==> src/sfq_map.svh <==
/*
  Constants for the serial flash command sequencer and its host controller.
  Assumes inclusion by bare name from the package and both end modules.
*/
// Summary of operation
// - Auto-increment: AFH, 24-bit address, one byte.
// - Further auto-increment bytes: AFH then data only.
// - Auto-increment into protected region is ignored.
// - 04H ends auto-increment, clears write latch.
// - No wrap; top unprotected address ends auto-increment.
// - Host polls busy before next byte.
// - Commands commit on chip-select rising edge.
// - 20H erases 4 KByte sector, bits 17..12.
// - 52H erases 32 KByte block, bits 17..15.
// - Protected sector or block erase is ignored.
// - 60H chip erase ignored if any protection.
// - Host sends write enable before program/erase.
// - Write enable sets the write latch.
// - Status readable at any time, even busy.
// - Status read repeats until chip select rises.
// - Status write arm lasts one command only.
// - Status write changes protect and lock bits.
// - Locked status write ignored while protect pin low.
// - Pin low: lock bit only sets, never clears.
// - Unlocked status write sets lock and levels together.
// - 90H/ABH read identity, address picks code.
// - Identity output alternates until chip select rises.
// - Every field is eight serial clock periods.
`ifndef SFQ_MAP_SVH
`define SFQ_MAP_SVH

`define SFQ_OP_PROG_AUTO 8'haf
`define SFQ_OP_SECT_ERASE 8'h20
`define SFQ_OP_BLK_ERASE 8'h52
`define SFQ_OP_CHIP_ERASE 8'h60
`define SFQ_OP_STAT_READ 8'h05
`define SFQ_OP_STAT_ARM 8'h50
`define SFQ_OP_STAT_WRITE 8'h01
`define SFQ_OP_LATCH_SET 8'h06
`define SFQ_OP_LATCH_CLR 8'h04
`define SFQ_OP_ID_A 8'h90
`define SFQ_OP_ID_B 8'hab

// Identity codes; the values are arbitrary.
`define SFQ_MFR_ID 8'h5a
`define SFQ_DEV_ID 8'ha5

`define SFQ_ADDR_W 18
`define SFQ_ARRAY_END 19'h40000
// First protected address for protect levels 0..3.
`define SFQ_PROT_BASE_0 19'h40000
`define SFQ_PROT_BASE_1 19'h30000
`define SFQ_PROT_BASE_2 19'h20000
`define SFQ_PROT_BASE_3 19'h00000

// Status byte bit positions.
`define SFQ_ST_BUSY 0
`define SFQ_ST_LATCH 1
`define SFQ_ST_LVL_LO 2
`define SFQ_ST_LVL_HI 3
`define SFQ_ST_AUTO 6
`define SFQ_ST_LOCK 7

// Host Wishbone word indices (byte address is four times these).
`define SFQ_REG_CMD 3'h0
`define SFQ_REG_ADDR 3'h1
`define SFQ_REG_WDATA 3'h2
`define SFQ_REG_STAT 3'h3
`define SFQ_REG_WP 3'h4

// Host serial clock timing.
`define SFQ_CLK_NS 25
`define SFQ_SCK_HALF_NS 200
`define SFQ_HALF_CYC ((`SFQ_SCK_HALF_NS + `SFQ_CLK_NS - 1) / `SFQ_CLK_NS)

`endif

==> src/sfq_pkg.sv <==
/*
  Types shared by the flash command sequencer and its host controller.
  Assumes sfq_map.svh is on the include path.
*/
`include "sfq_map.svh"
package sfq_pkg;
  typedef enum logic [3:0] {
    SFQ_OP_PROG = 4'h1,
    SFQ_OP_SECT = 4'h2,
    SFQ_OP_BLK = 4'h4,
    SFQ_OP_CHIP = 4'h8
  } sfq_op_t;

  typedef enum logic [4:0] {
    SFQ_H_IDLE = 5'h01,
    SFQ_H_SETUP = 5'h02,
    SFQ_H_SHIFT = 5'h04,
    SFQ_H_HOLD = 5'h08,
    SFQ_H_GAP = 5'h10
  } sfq_hstate_t;
endpackage

==> src/sfq_link_if.sv <==
/*
  Serial link between the host controller and the flash sequencer.
  Assumes the data-out line has a pull-up when the device does not drive it.
*/
`timescale 1ns/10ps
`default_nettype none
interface sfq_link_if;
  logic cs_n;
  logic sck;
  logic mosi;
  logic wp_n;
  logic miso;
  logic miso_oe;
  logic miso_line;

  // Resolved level of the data-out wire.
  assign miso_line = miso_oe ? miso : 1'b1;

  modport dev (input cs_n, input sck, input mosi, input wp_n,
               output miso, output miso_oe);
  modport host (output cs_n, output sck, output mosi, output wp_n,
                input miso_line);
endinterface
`default_nettype wire

==> src/sfq_dev.sv <==
/*
  Flash command sequencer: decodes serial commands from the link, keeps
  the write latch, auto-increment state and protect bits, and hands each
  accepted program or erase to the array logic as a one-cycle operation.
  Assumes the array logic reports its self-timed work on busy_i, and that
  the link pins are asynchronous to clk_i.
*/
`timescale 1ns/10ps
`default_nettype none
`include "sfq_map.svh"
module sfq_dev (
  // Clock and reset.
  input wire logic clk_i,
  input wire logic rst_i,
  // Serial link.
  sfq_link_if.dev link,
  // Array side.
  input wire logic busy_i,
  output logic op_valid_o,
  output sfq_pkg::sfq_op_t op_kind_o,
  output logic [17:0] op_addr_o,
  output logic [7:0] op_data_o,
  output logic [7:0] status_o
);
  import sfq_pkg::*;

  typedef struct packed {
    logic [2:0] cs_s;
    logic [2:0] sck_s;
    logic [1:0] mosi_s;
    logic [1:0] wp_s;
    logic [2:0] bit_cnt;
    logic [2:0] byte_cnt;
    logic [7:0] in_sr;
    logic [7:0] opcode;
    logic [23:0] addr;
    logic [7:0] data;
    logic [7:0] out_sr;
    logic out_on;
    logic id_sel;
    logic miso;
    logic miso_oe;
    logic write_latch_bit;
    logic auto_increment_program;
    logic arm;
    logic protect_lock_bit;
    logic [1:0] bp;
    logic [17:0] aai_addr;
    logic op_valid;
    sfq_op_t op_kind;
    logic [17:0] op_addr;
    logic [7:0] op_data;
    logic [7:0] status;
  } sfq_dev_st_t;

  sfq_dev_st_t st_r;
  sfq_dev_st_t st_nxt;

  function automatic logic [18:0] sfq_prot_base(input logic [1:0] lvl);
    case (lvl)
      2'h0: sfq_prot_base = `SFQ_PROT_BASE_0;
      2'h1: sfq_prot_base = `SFQ_PROT_BASE_1;
      2'h2: sfq_prot_base = `SFQ_PROT_BASE_2;
      default: sfq_prot_base = `SFQ_PROT_BASE_3;
    endcase
  endfunction

  logic sel;
  logic sck_rise;
  logic sck_fall;
  logic cs_rise;
  logic wp_low;
  logic [7:0] shift_in;
  logic short_form;
  logic [18:0] base;
  logic [18:0] cmd_addr;
  logic [18:0] sect_addr;
  logic [18:0] blk_addr;
  logic [7:0] stat_now;

  always_comb begin
    sel = ~st_r.cs_s[1];
    sck_rise = st_r.sck_s[1] & ~st_r.sck_s[2];
    sck_fall = ~st_r.sck_s[1] & st_r.sck_s[2];
    cs_rise = st_r.cs_s[1] & ~st_r.cs_s[2];
    wp_low = ~st_r.wp_s[1];
    shift_in = {st_r.in_sr[6:0], st_r.mosi_s[1]};
    short_form = (st_r.opcode == `SFQ_OP_STAT_WRITE) ||
                 ((st_r.opcode == `SFQ_OP_PROG_AUTO) && st_r.auto_increment_program);
    base = sfq_prot_base(st_r.bp);
    cmd_addr = {1'b0, st_r.addr[17:0]};
    sect_addr = {1'b0, st_r.addr[17:12], 12'h000};
    blk_addr = {1'b0, st_r.addr[17:15], 15'h0000};
    stat_now = 8'h00;
    stat_now[`SFQ_ST_BUSY] = busy_i;
    stat_now[`SFQ_ST_LATCH] = st_r.write_latch_bit;
    stat_now[`SFQ_ST_LVL_LO] = st_r.bp[0];
    stat_now[`SFQ_ST_LVL_HI] = st_r.bp[1];
    stat_now[`SFQ_ST_AUTO] = st_r.auto_increment_program;
    stat_now[`SFQ_ST_LOCK] = st_r.protect_lock_bit;
  end

  always_comb begin
    st_nxt = st_r;
    st_nxt.cs_s = {st_r.cs_s[1:0], link.cs_n};
    st_nxt.sck_s = {st_r.sck_s[1:0], link.sck};
    st_nxt.mosi_s = {st_r.mosi_s[0], link.mosi};
    st_nxt.wp_s = {st_r.wp_s[0], link.wp_n};
    st_nxt.op_valid = 1'b0;
    st_nxt.status = stat_now;

    if (!sel) begin
      st_nxt.bit_cnt = 3'h0;
      st_nxt.byte_cnt = 3'h0;
      st_nxt.out_on = 1'b0;
      st_nxt.miso_oe = 1'b0;
    end else if (sck_rise) begin
      st_nxt.in_sr = shift_in;
      st_nxt.bit_cnt = st_r.bit_cnt + 3'h1;
      if (st_r.bit_cnt == 3'h7) begin
        if (st_r.byte_cnt != 3'h7) begin
          st_nxt.byte_cnt = st_r.byte_cnt + 3'h1;
        end
        case (st_r.byte_cnt)
          3'h0: st_nxt.opcode = shift_in;
          3'h1: st_nxt.addr[23:16] = shift_in;
          3'h2: st_nxt.addr[15:8] = shift_in;
          3'h3: st_nxt.addr[7:0] = shift_in;
          default: st_nxt.addr = st_r.addr;
        endcase
        if ((short_form && st_r.byte_cnt == 3'h1) ||
            (!short_form && st_r.byte_cnt == 3'h4)) begin
          st_nxt.data = shift_in;
        end
        if ((st_r.byte_cnt == 3'h0 && shift_in == `SFQ_OP_STAT_READ) ||
            (st_r.byte_cnt != 3'h0 && st_r.opcode == `SFQ_OP_STAT_READ))
        begin
          st_nxt.out_sr = stat_now;
          st_nxt.out_on = 1'b1;
        end
        if (st_r.opcode == `SFQ_OP_ID_A || st_r.opcode == `SFQ_OP_ID_B)
        begin
          if (st_r.byte_cnt == 3'h3) begin
            st_nxt.out_sr = shift_in[0] ? `SFQ_DEV_ID : `SFQ_MFR_ID;
            st_nxt.id_sel = ~shift_in[0];
            st_nxt.out_on = 1'b1;
          end else if (st_r.byte_cnt > 3'h3) begin
            st_nxt.out_sr = st_r.id_sel ? `SFQ_DEV_ID : `SFQ_MFR_ID;
            st_nxt.id_sel = ~st_r.id_sel;
          end
        end
      end
    end else if (sck_fall && st_r.out_on) begin
      st_nxt.miso = st_r.out_sr[7];
      st_nxt.out_sr = {st_r.out_sr[6:0], 1'b0};
      st_nxt.miso_oe = 1'b1;
    end

    // Only whole-byte frames commit; a frame cut mid-byte is dropped.
    if (cs_rise && st_r.bit_cnt == 3'h0 && st_r.byte_cnt != 3'h0) begin
      st_nxt.arm = 1'b0;
      case (st_r.opcode)
        `SFQ_OP_LATCH_SET: begin
          if (st_r.byte_cnt == 3'h1) begin
            st_nxt.write_latch_bit = 1'b1;
          end
        end
        `SFQ_OP_LATCH_CLR: begin
          if (st_r.byte_cnt == 3'h1) begin
            st_nxt.write_latch_bit = 1'b0;
            st_nxt.auto_increment_program = 1'b0;
          end
        end
        `SFQ_OP_STAT_ARM: begin
          if (st_r.byte_cnt == 3'h1) begin
            st_nxt.arm = 1'b1;
          end
        end
        `SFQ_OP_STAT_WRITE: begin
          if (st_r.byte_cnt == 3'h2 && st_r.arm &&
              !(wp_low && st_r.protect_lock_bit)) begin
            st_nxt.bp = {st_r.data[`SFQ_ST_LVL_HI],
                         st_r.data[`SFQ_ST_LVL_LO]};
            st_nxt.protect_lock_bit = st_r.data[`SFQ_ST_LOCK];
          end
        end
        `SFQ_OP_SECT_ERASE: begin
          if (st_r.byte_cnt == 3'h4 && st_r.write_latch_bit && !st_r.auto_increment_program &&
              sect_addr < base) begin
            st_nxt.op_valid = 1'b1;
            st_nxt.op_kind = SFQ_OP_SECT;
            st_nxt.op_addr = sect_addr[17:0];
            st_nxt.op_data = 8'hff;
            st_nxt.write_latch_bit = 1'b0;
          end
        end
        `SFQ_OP_BLK_ERASE: begin
          if (st_r.byte_cnt == 3'h4 && st_r.write_latch_bit && !st_r.auto_increment_program &&
              blk_addr < base) begin
            st_nxt.op_valid = 1'b1;
            st_nxt.op_kind = SFQ_OP_BLK;
            st_nxt.op_addr = blk_addr[17:0];
            st_nxt.op_data = 8'hff;
            st_nxt.write_latch_bit = 1'b0;
          end
        end
        `SFQ_OP_CHIP_ERASE: begin
          if (st_r.byte_cnt == 3'h1 && st_r.write_latch_bit && !st_r.auto_increment_program &&
              st_r.bp == 2'h0) begin
            st_nxt.op_valid = 1'b1;
            st_nxt.op_kind = SFQ_OP_CHIP;
            st_nxt.op_addr = 18'h00000;
            st_nxt.op_data = 8'hff;
            st_nxt.write_latch_bit = 1'b0;
          end
        end
        `SFQ_OP_PROG_AUTO: begin
          if (!st_r.auto_increment_program && st_r.byte_cnt == 3'h5 && st_r.write_latch_bit &&
              cmd_addr < base) begin
            st_nxt.op_valid = 1'b1;
            st_nxt.op_kind = SFQ_OP_PROG;
            st_nxt.op_addr = cmd_addr[17:0];
            st_nxt.op_data = st_r.data;
            if (cmd_addr + 19'h1 >= base) begin
              st_nxt.write_latch_bit = 1'b0;
            end else begin
              st_nxt.auto_increment_program = 1'b1;
              st_nxt.aai_addr = st_r.addr[17:0] + 18'h1;
            end
          end else if (st_r.auto_increment_program && st_r.byte_cnt == 3'h2 &&
                       {1'b0, st_r.aai_addr} < base) begin
            st_nxt.op_valid = 1'b1;
            st_nxt.op_kind = SFQ_OP_PROG;
            st_nxt.op_addr = st_r.aai_addr;
            st_nxt.op_data = st_r.data;
            st_nxt.aai_addr = st_r.aai_addr + 18'h1;
            if ({1'b0, st_r.aai_addr} + 19'h1 >= base) begin
              st_nxt.auto_increment_program = 1'b0;
              st_nxt.write_latch_bit = 1'b0;
            end
          end
        end
        default: st_nxt.arm = 1'b0;
      endcase
    end
  end

  always_ff @(posedge clk_i) begin
    if (rst_i) begin
      st_r <= '0;
      st_r.cs_s <= 3'h7;
      st_r.wp_s <= 2'h3;
      st_r.op_kind <= SFQ_OP_PROG;
    end else begin
      st_r <= st_nxt;
    end
  end

  assign link.miso = st_r.miso;
  assign link.miso_oe = st_r.miso_oe;
  assign op_valid_o = st_r.op_valid;
  assign op_kind_o = st_r.op_kind;
  assign op_addr_o = st_r.op_addr;
  assign op_data_o = st_r.op_data;
  assign status_o = st_r.status;
endmodule
`default_nettype wire

==> src/flat_wrapper.sv <==
// flat-port wrapper written by rule: the top's interface ports become plain ports
module sfq_dev_flat import sfq_pkg::*;
  (clk_i, rst_i, busy_i, op_valid_o, op_kind_o, op_addr_o, op_data_o, status_o, link_cs_n, link_sck, link_mosi, link_wp_n, link_miso, link_miso_oe);
  sfq_link_if link_i ();
  input wire logic clk_i;
  input wire logic rst_i;
  input wire logic busy_i;
  output logic op_valid_o;
  output sfq_pkg::sfq_op_t op_kind_o;
  output logic [17:0] op_addr_o;
  output logic [7:0] op_data_o;
  output logic [7:0] status_o;
  input wire logic [$bits(link_i.cs_n)-1:0] link_cs_n;
  input wire logic [$bits(link_i.sck)-1:0] link_sck;
  input wire logic [$bits(link_i.mosi)-1:0] link_mosi;
  input wire logic [$bits(link_i.wp_n)-1:0] link_wp_n;
  output wire logic [$bits(link_i.miso)-1:0] link_miso;
  output wire logic [$bits(link_i.miso_oe)-1:0] link_miso_oe;
  assign link_i.cs_n = link_cs_n;
  assign link_i.sck = link_sck;
  assign link_i.mosi = link_mosi;
  assign link_i.wp_n = link_wp_n;
  assign link_miso = link_i.miso;
  assign link_miso_oe = link_i.miso_oe;
  sfq_dev u_core (.clk_i(clk_i), .rst_i(rst_i), .link(link_i), .busy_i(busy_i), .op_valid_o(op_valid_o), .op_kind_o(op_kind_o), .op_addr_o(op_addr_o), .op_data_o(op_data_o), .status_o(status_o));
endmodule
==> config.mk <==
export PLATFORM = sky130hd
export DESIGN_NAME = sfq_dev_flat
export DESIGN_NICKNAME = d
export VERILOG_FILES = /design/src/sfq_pkg.sv /design/src/sfq_link_if.sv /design/src/sfq_dev.sv /design/src/flat_wrapper.sv
export VERILOG_INCLUDE_DIRS = /design/src /design/src/src
export SDC_FILE = /design/constraint.sdc
export NUM_CORES = 1
export LEC_CHECK = 0
export BUFFER_PORTS_ARGS = -buffer_cell sky130_fd_sc_hd__buf_4
export CAP_MARGIN = 20
export CORE_AREA = 2 2 137 139
export CTS_CLUSTER_DIAMETER = 150
export DETAILED_ROUTE_END_ITERATION = 6
export DIE_AREA = 0 0 139 141
export GPL_ROUTABILITY_DRIVEN = 0
export SETUP_SLACK_MARGIN = 0.15
export SYNTH_ARGS = -nofsm -noshare
export SYNTH_HDL_FRONTEND = slang
export SYNTH_SLANG_ARGS = --single-unit
==> constraint.sdc <==
create_clock -name clk_i -period 3.7 [get_ports clk_i]
set_input_delay 0.74 -clock clk_i [delete_from_list [all_inputs] [get_ports clk_i]]
set_output_delay 0.74 -clock clk_i [all_outputs]
set_load 0.03 [all_outputs]
==> results by group <==
Status
  – Status: complete, no violations

Drt
  – DRT iter0 DRCs: around 600
  – Post-Route WL: approximately 20 mm
  – Antenna-violating nets left: 0
  – Drt wl/cell: between 15 and 20 µm
  – TritonRoute pass-1 iters: 7
  – Total number of vias: 6480
  – DRC errors left: 0
  – Vias per cell: 5.71

Synthesis
  – Top post-synthesis cells by area: dfxtp_1, nand2_1, a21oi_1, nor2_1, buf_4
  – Cell taking the most area after synthesis: dfxtp_1
  – Async S/R FF share, synth: 0%
  – Syn. warnings: 0
  – Synth Area in Adders: 3.96%
  – Most common cell in the netlist: dfxtp_1
  – Post-synthesis compound-gate area fraction: 21.4%
  – Mapped Cells: 899
  – Post-synth EDFFs: 0
  – Mux share of post-synthesis cell area: around 2.8%
  – Sequential share of the synthesized area: 35.8%
  – Post-synthesis xor/xnor area fraction: 3.37%
  – Post-synthesis cell area: between 0.007 and 0.008 mm²
  – Yosys top cell area share: a little over a third
  – Synth cell count leaders: dfxtp_1, nand2_1, nor2_1
  – Post-synth cell types: 76
  – Main combinational cell family by area after synthesis: simple AND/OR/NAND/NOR gates
  – Simple-Gate Fraction of Synth Area: 23.1%
  – Average cell area after synthesis: between 8 and 9 µm²
  – Ys flop type: dfxtp_1
  – FF+latch count, synth: 130

Layout
  – Layout Utilization: 44.9%
  – Sequential Area: approximately 0.0026 mm²
  – Footprint of the multi-input gates: between 0.003 and 0.004 mm²
  – Fillers: 1845
  – Layout overhead on the synthesized area: 12.9%
  – Ant diodes: 0
  – Share of layout cells above drive strength 1: between 10 and 15%
  – Nets: 919

Die
  – DIE HEIGHT: 141 µm
  – Die area: between 0.015 and 0.02 mm²
  – Initial Utilization: 39.8%
  – IO Count: 48
  – Core area: 0.0183 mm²
  – Cell row count: 50
  – Die X-Extent: around 140 µm

Worst hold path
  – Tightest Hold Check Type: flop to flop

Clock tree
  – CTS clk-pin slew, worst paths: 0.06 ns
  – H-tree levels: 4
  – CTS root buf: clkbuf_16
  – CTS tree: yes
  – Sink Count: 130
  – Clk buf depth: 2
  – Worst-Skew Late Latency: 0.44 ns
  – Num CTS Buffers: 17
  – Post-CTS Hold Fix Bufs: 0

Worst setup path
  – Crit. End Element: flop
  – Data required, critical path: 4.06 ns
  – Worst reg2reg endpoint: u_core.st_r[40]$_SDFFE_PP0P_
  – Critical Path Sink: u_core.st_r[40]$_SDFFE_PP0P_
  – R2R cell count: 13
  – Worst reg2reg startpoint: u_core.cmd_addr[1]$_SDFFE_PP0P_
  – CP Launch Type: flop
  – Crit path DAT: 3.68 ns
  – Max Fanout on Critical Path: 18
  – Crit Path Class: flop to flop
  – R2R setup slack: 0.38 ns
  – Setup crit start: u_core.cmd_addr[1]$_SDFFE_PP0P_

STA
  – Slew @ Worst Pin: 0.858 ns
  – Fin. max-slew vios: 0
  – Fin Clk Skew: 0.0112 ns
  – Final WS setup: ~0.38 ns
  – Setup violators final: 0
  – Post-route setup TNS: 0 ns
  – Hold Slack: 0.416 ns
  – Final hold violations: 0
  – Tmin final: 3.32 ns
  – RSZ-0062 raised after global routing: false
  – Fmax: 301 MHz
  – Relative slew slack: 42.4%
  – Final period utilization: 89.7%

Global route
  – Largest net degree at the start of global routing: roughly 70
  – Grt ovf: 0
  – Vias in the first global route: 5917
  – Grt met3 use: around 4.4%
  – Met2 Usage GRT: 32.5%
  – Initial antenna violation count: 0
  – First-pass GRT wire length: 31.8 mm
  – Met1 Use GR: roughly 27%
  – All-Layer GR Usage: between 20% and 30%
  – Global routing's busiest layer: met2

Pwr
  – Pleak: 2.88 nW
  – Cell Int Power: between 2 and 3 mW
  – Worst VDD drop: ~0.00031 V
  – Pwr Density: 401 mW/mm²
  – Switching pwr: 705 µW
  – Clock power share: 55.7%
  – Combinational power share: 1.4%
  – Net Sw Frac: 21.4%
  – Part of the power in registers: 42.9%

Placement
  – Post-DP HPWL: ~14 mm
  – PortBufs: 45
  – Post-place setup slack: between 0.3 and 0.4 ns

Job
  – Max cap viols: 0
==> state kept, by name, summed over array words and instances, names as in the netlist <==
| register | cells |
|---|---|
| u_core.blk_addr | 3 |
| u_core.cmd_addr | 15 |
| u_core.link.miso | 1 |
| u_core.link.miso_oe | 1 |
| u_core.op_addr_o | 18 |
| u_core.op_data_o | 8 |
| u_core.op_kind_o | 4 |
| u_core.op_valid_o | 1 |
| u_core.shift_in | 8 |
| u_core.st_nxt | 11 |
| u_core.st_r | 54 |
| u_core.status_o | 6 |
==> area by class of cell <==
type / instances / share of cell area [%]
inverter: 29 / 1.33
tap: 234 / 3.57
clock inverter: 11 / 2.15
multi-input combinational: 637 / 48.6
clock buffer: 20 / 5.57
timing repair buffer: 74 / 7.08
sequential: 130 / 31.7
==> cell families (layout without fill, tap and decap cells) <==
family | after synthesis | in the layout
AOI/OAI and AO/OA | 221 | 221
xor gates and xnor gates | 28 | 28
adders and majority gates | 23 | 23
buffers and inverters | 133 | 134
DFF | 130 | 130
muxes | 20 | 20
other | 1 | 2
and+or+nand+nor | 343 | 343
==> how the worst min path moves through the flow <==
stage | cells past startpoint | slack [ns] | startpoint | to
after floorplan | 1 | 0.39 | u_core.st_nxt[137]$_SDFF_PP1_ | u_core.st_nxt[138]$_SDFF_PP1_
after global placement | 1 | 0.40 | u_core.st_nxt[130]$_SDFF_PP1_ | u_core.st_r[130]$_SDFF_PP1_
after detailed placement | 1 | 0.40 | u_core.st_nxt[137]$_SDFF_PP1_ | u_core.st_nxt[138]$_SDFF_PP1_
after CTS | 1 | 0.42 | u_core.st_nxt[137]$_SDFF_PP1_ | u_core.st_nxt[138]$_SDFF_PP1_
after global routing | 1 | 0.44 | u_core.st_nxt[137]$_SDFF_PP1_ | u_core.st_nxt[138]$_SDFF_PP1_
final | 1 | 0.42 | u_core.st_nxt[130]$_SDFF_PP1_ | u_core.st_r[130]$_SDFF_PP1_
==> layout by cell type (no fill, tap or decap), types with 13 or more instances in the layout <==
cell,synthesis,routed
nand2_1,93,93
nand4_1,17,17
mux2i_1,19,19
nor3_1,23,22
a211oi_1,36,36
inv_1,28,28
ha_1,23,23
dfxtp_1,130,128
xnor2_1,19,19
nor2b_1,17,17
clkbuf_16,0,17
a21oi_1,66,66
o32ai_1,13,13
a22oi_1,21,21
nand3_1,48,48
o21ai_0,21,21
nor2_1,88,87
a221oi_1,14,14
buf_4,39,72
==> routing by layer <==
layer	vias up	routed length, µm
met2	198	9360
met4	0	533
met5	-	0
met3	42	974
met1	3053	9080
li1	3187	-
==> power by group through the flow <==
stage	logic, mW	clock network, mW	registers [mW]
after detailed placement	0.0476	0	1.44
after CTS	0.0476	1.86	1.41
after global routing	0.0517	1.92	1.41
after global placement	0.0474	0	1.44
final	0.0470	1.83	1.41
after floorplan	0.0358	0	1.44
==> worst max-delay path: stages, from the launching register on <==
cell and delay (ns):
dfxtp_2 0.42, ha_1 0.28, and3_4 0.27, nand4_1 0.13
nor2_1 0.15, xnor2_1 0.10, ha_1 0.28, nand4_1 0.07
or2_2 0.32, a2111oi_4 0.29, a21o_4 0.29, a21o_1 0.14
buf_4 0.25, mux2i_1 0.22
==> repair_timing <==
action / 4_1_cts / 5_1_grt
resized for setup: 0 / 3
endpoints found under the setup margin: 0 / 19
setup buffers: 0 / 2
==> stage by stage <==
step	total power, mW	cells	cell area (µm²)
2_1_floorplan	1.47	900	7270
3_3_place_gp	1.49	1102	7550
3_5_place_dp	1.49	1102	7550
4_1_cts	3.32	1133	8190
5_1_grt	3.38	1135	8210
6_report	3.29	1135	8210
Note: power is estimated with default switching activity, not from simulation.
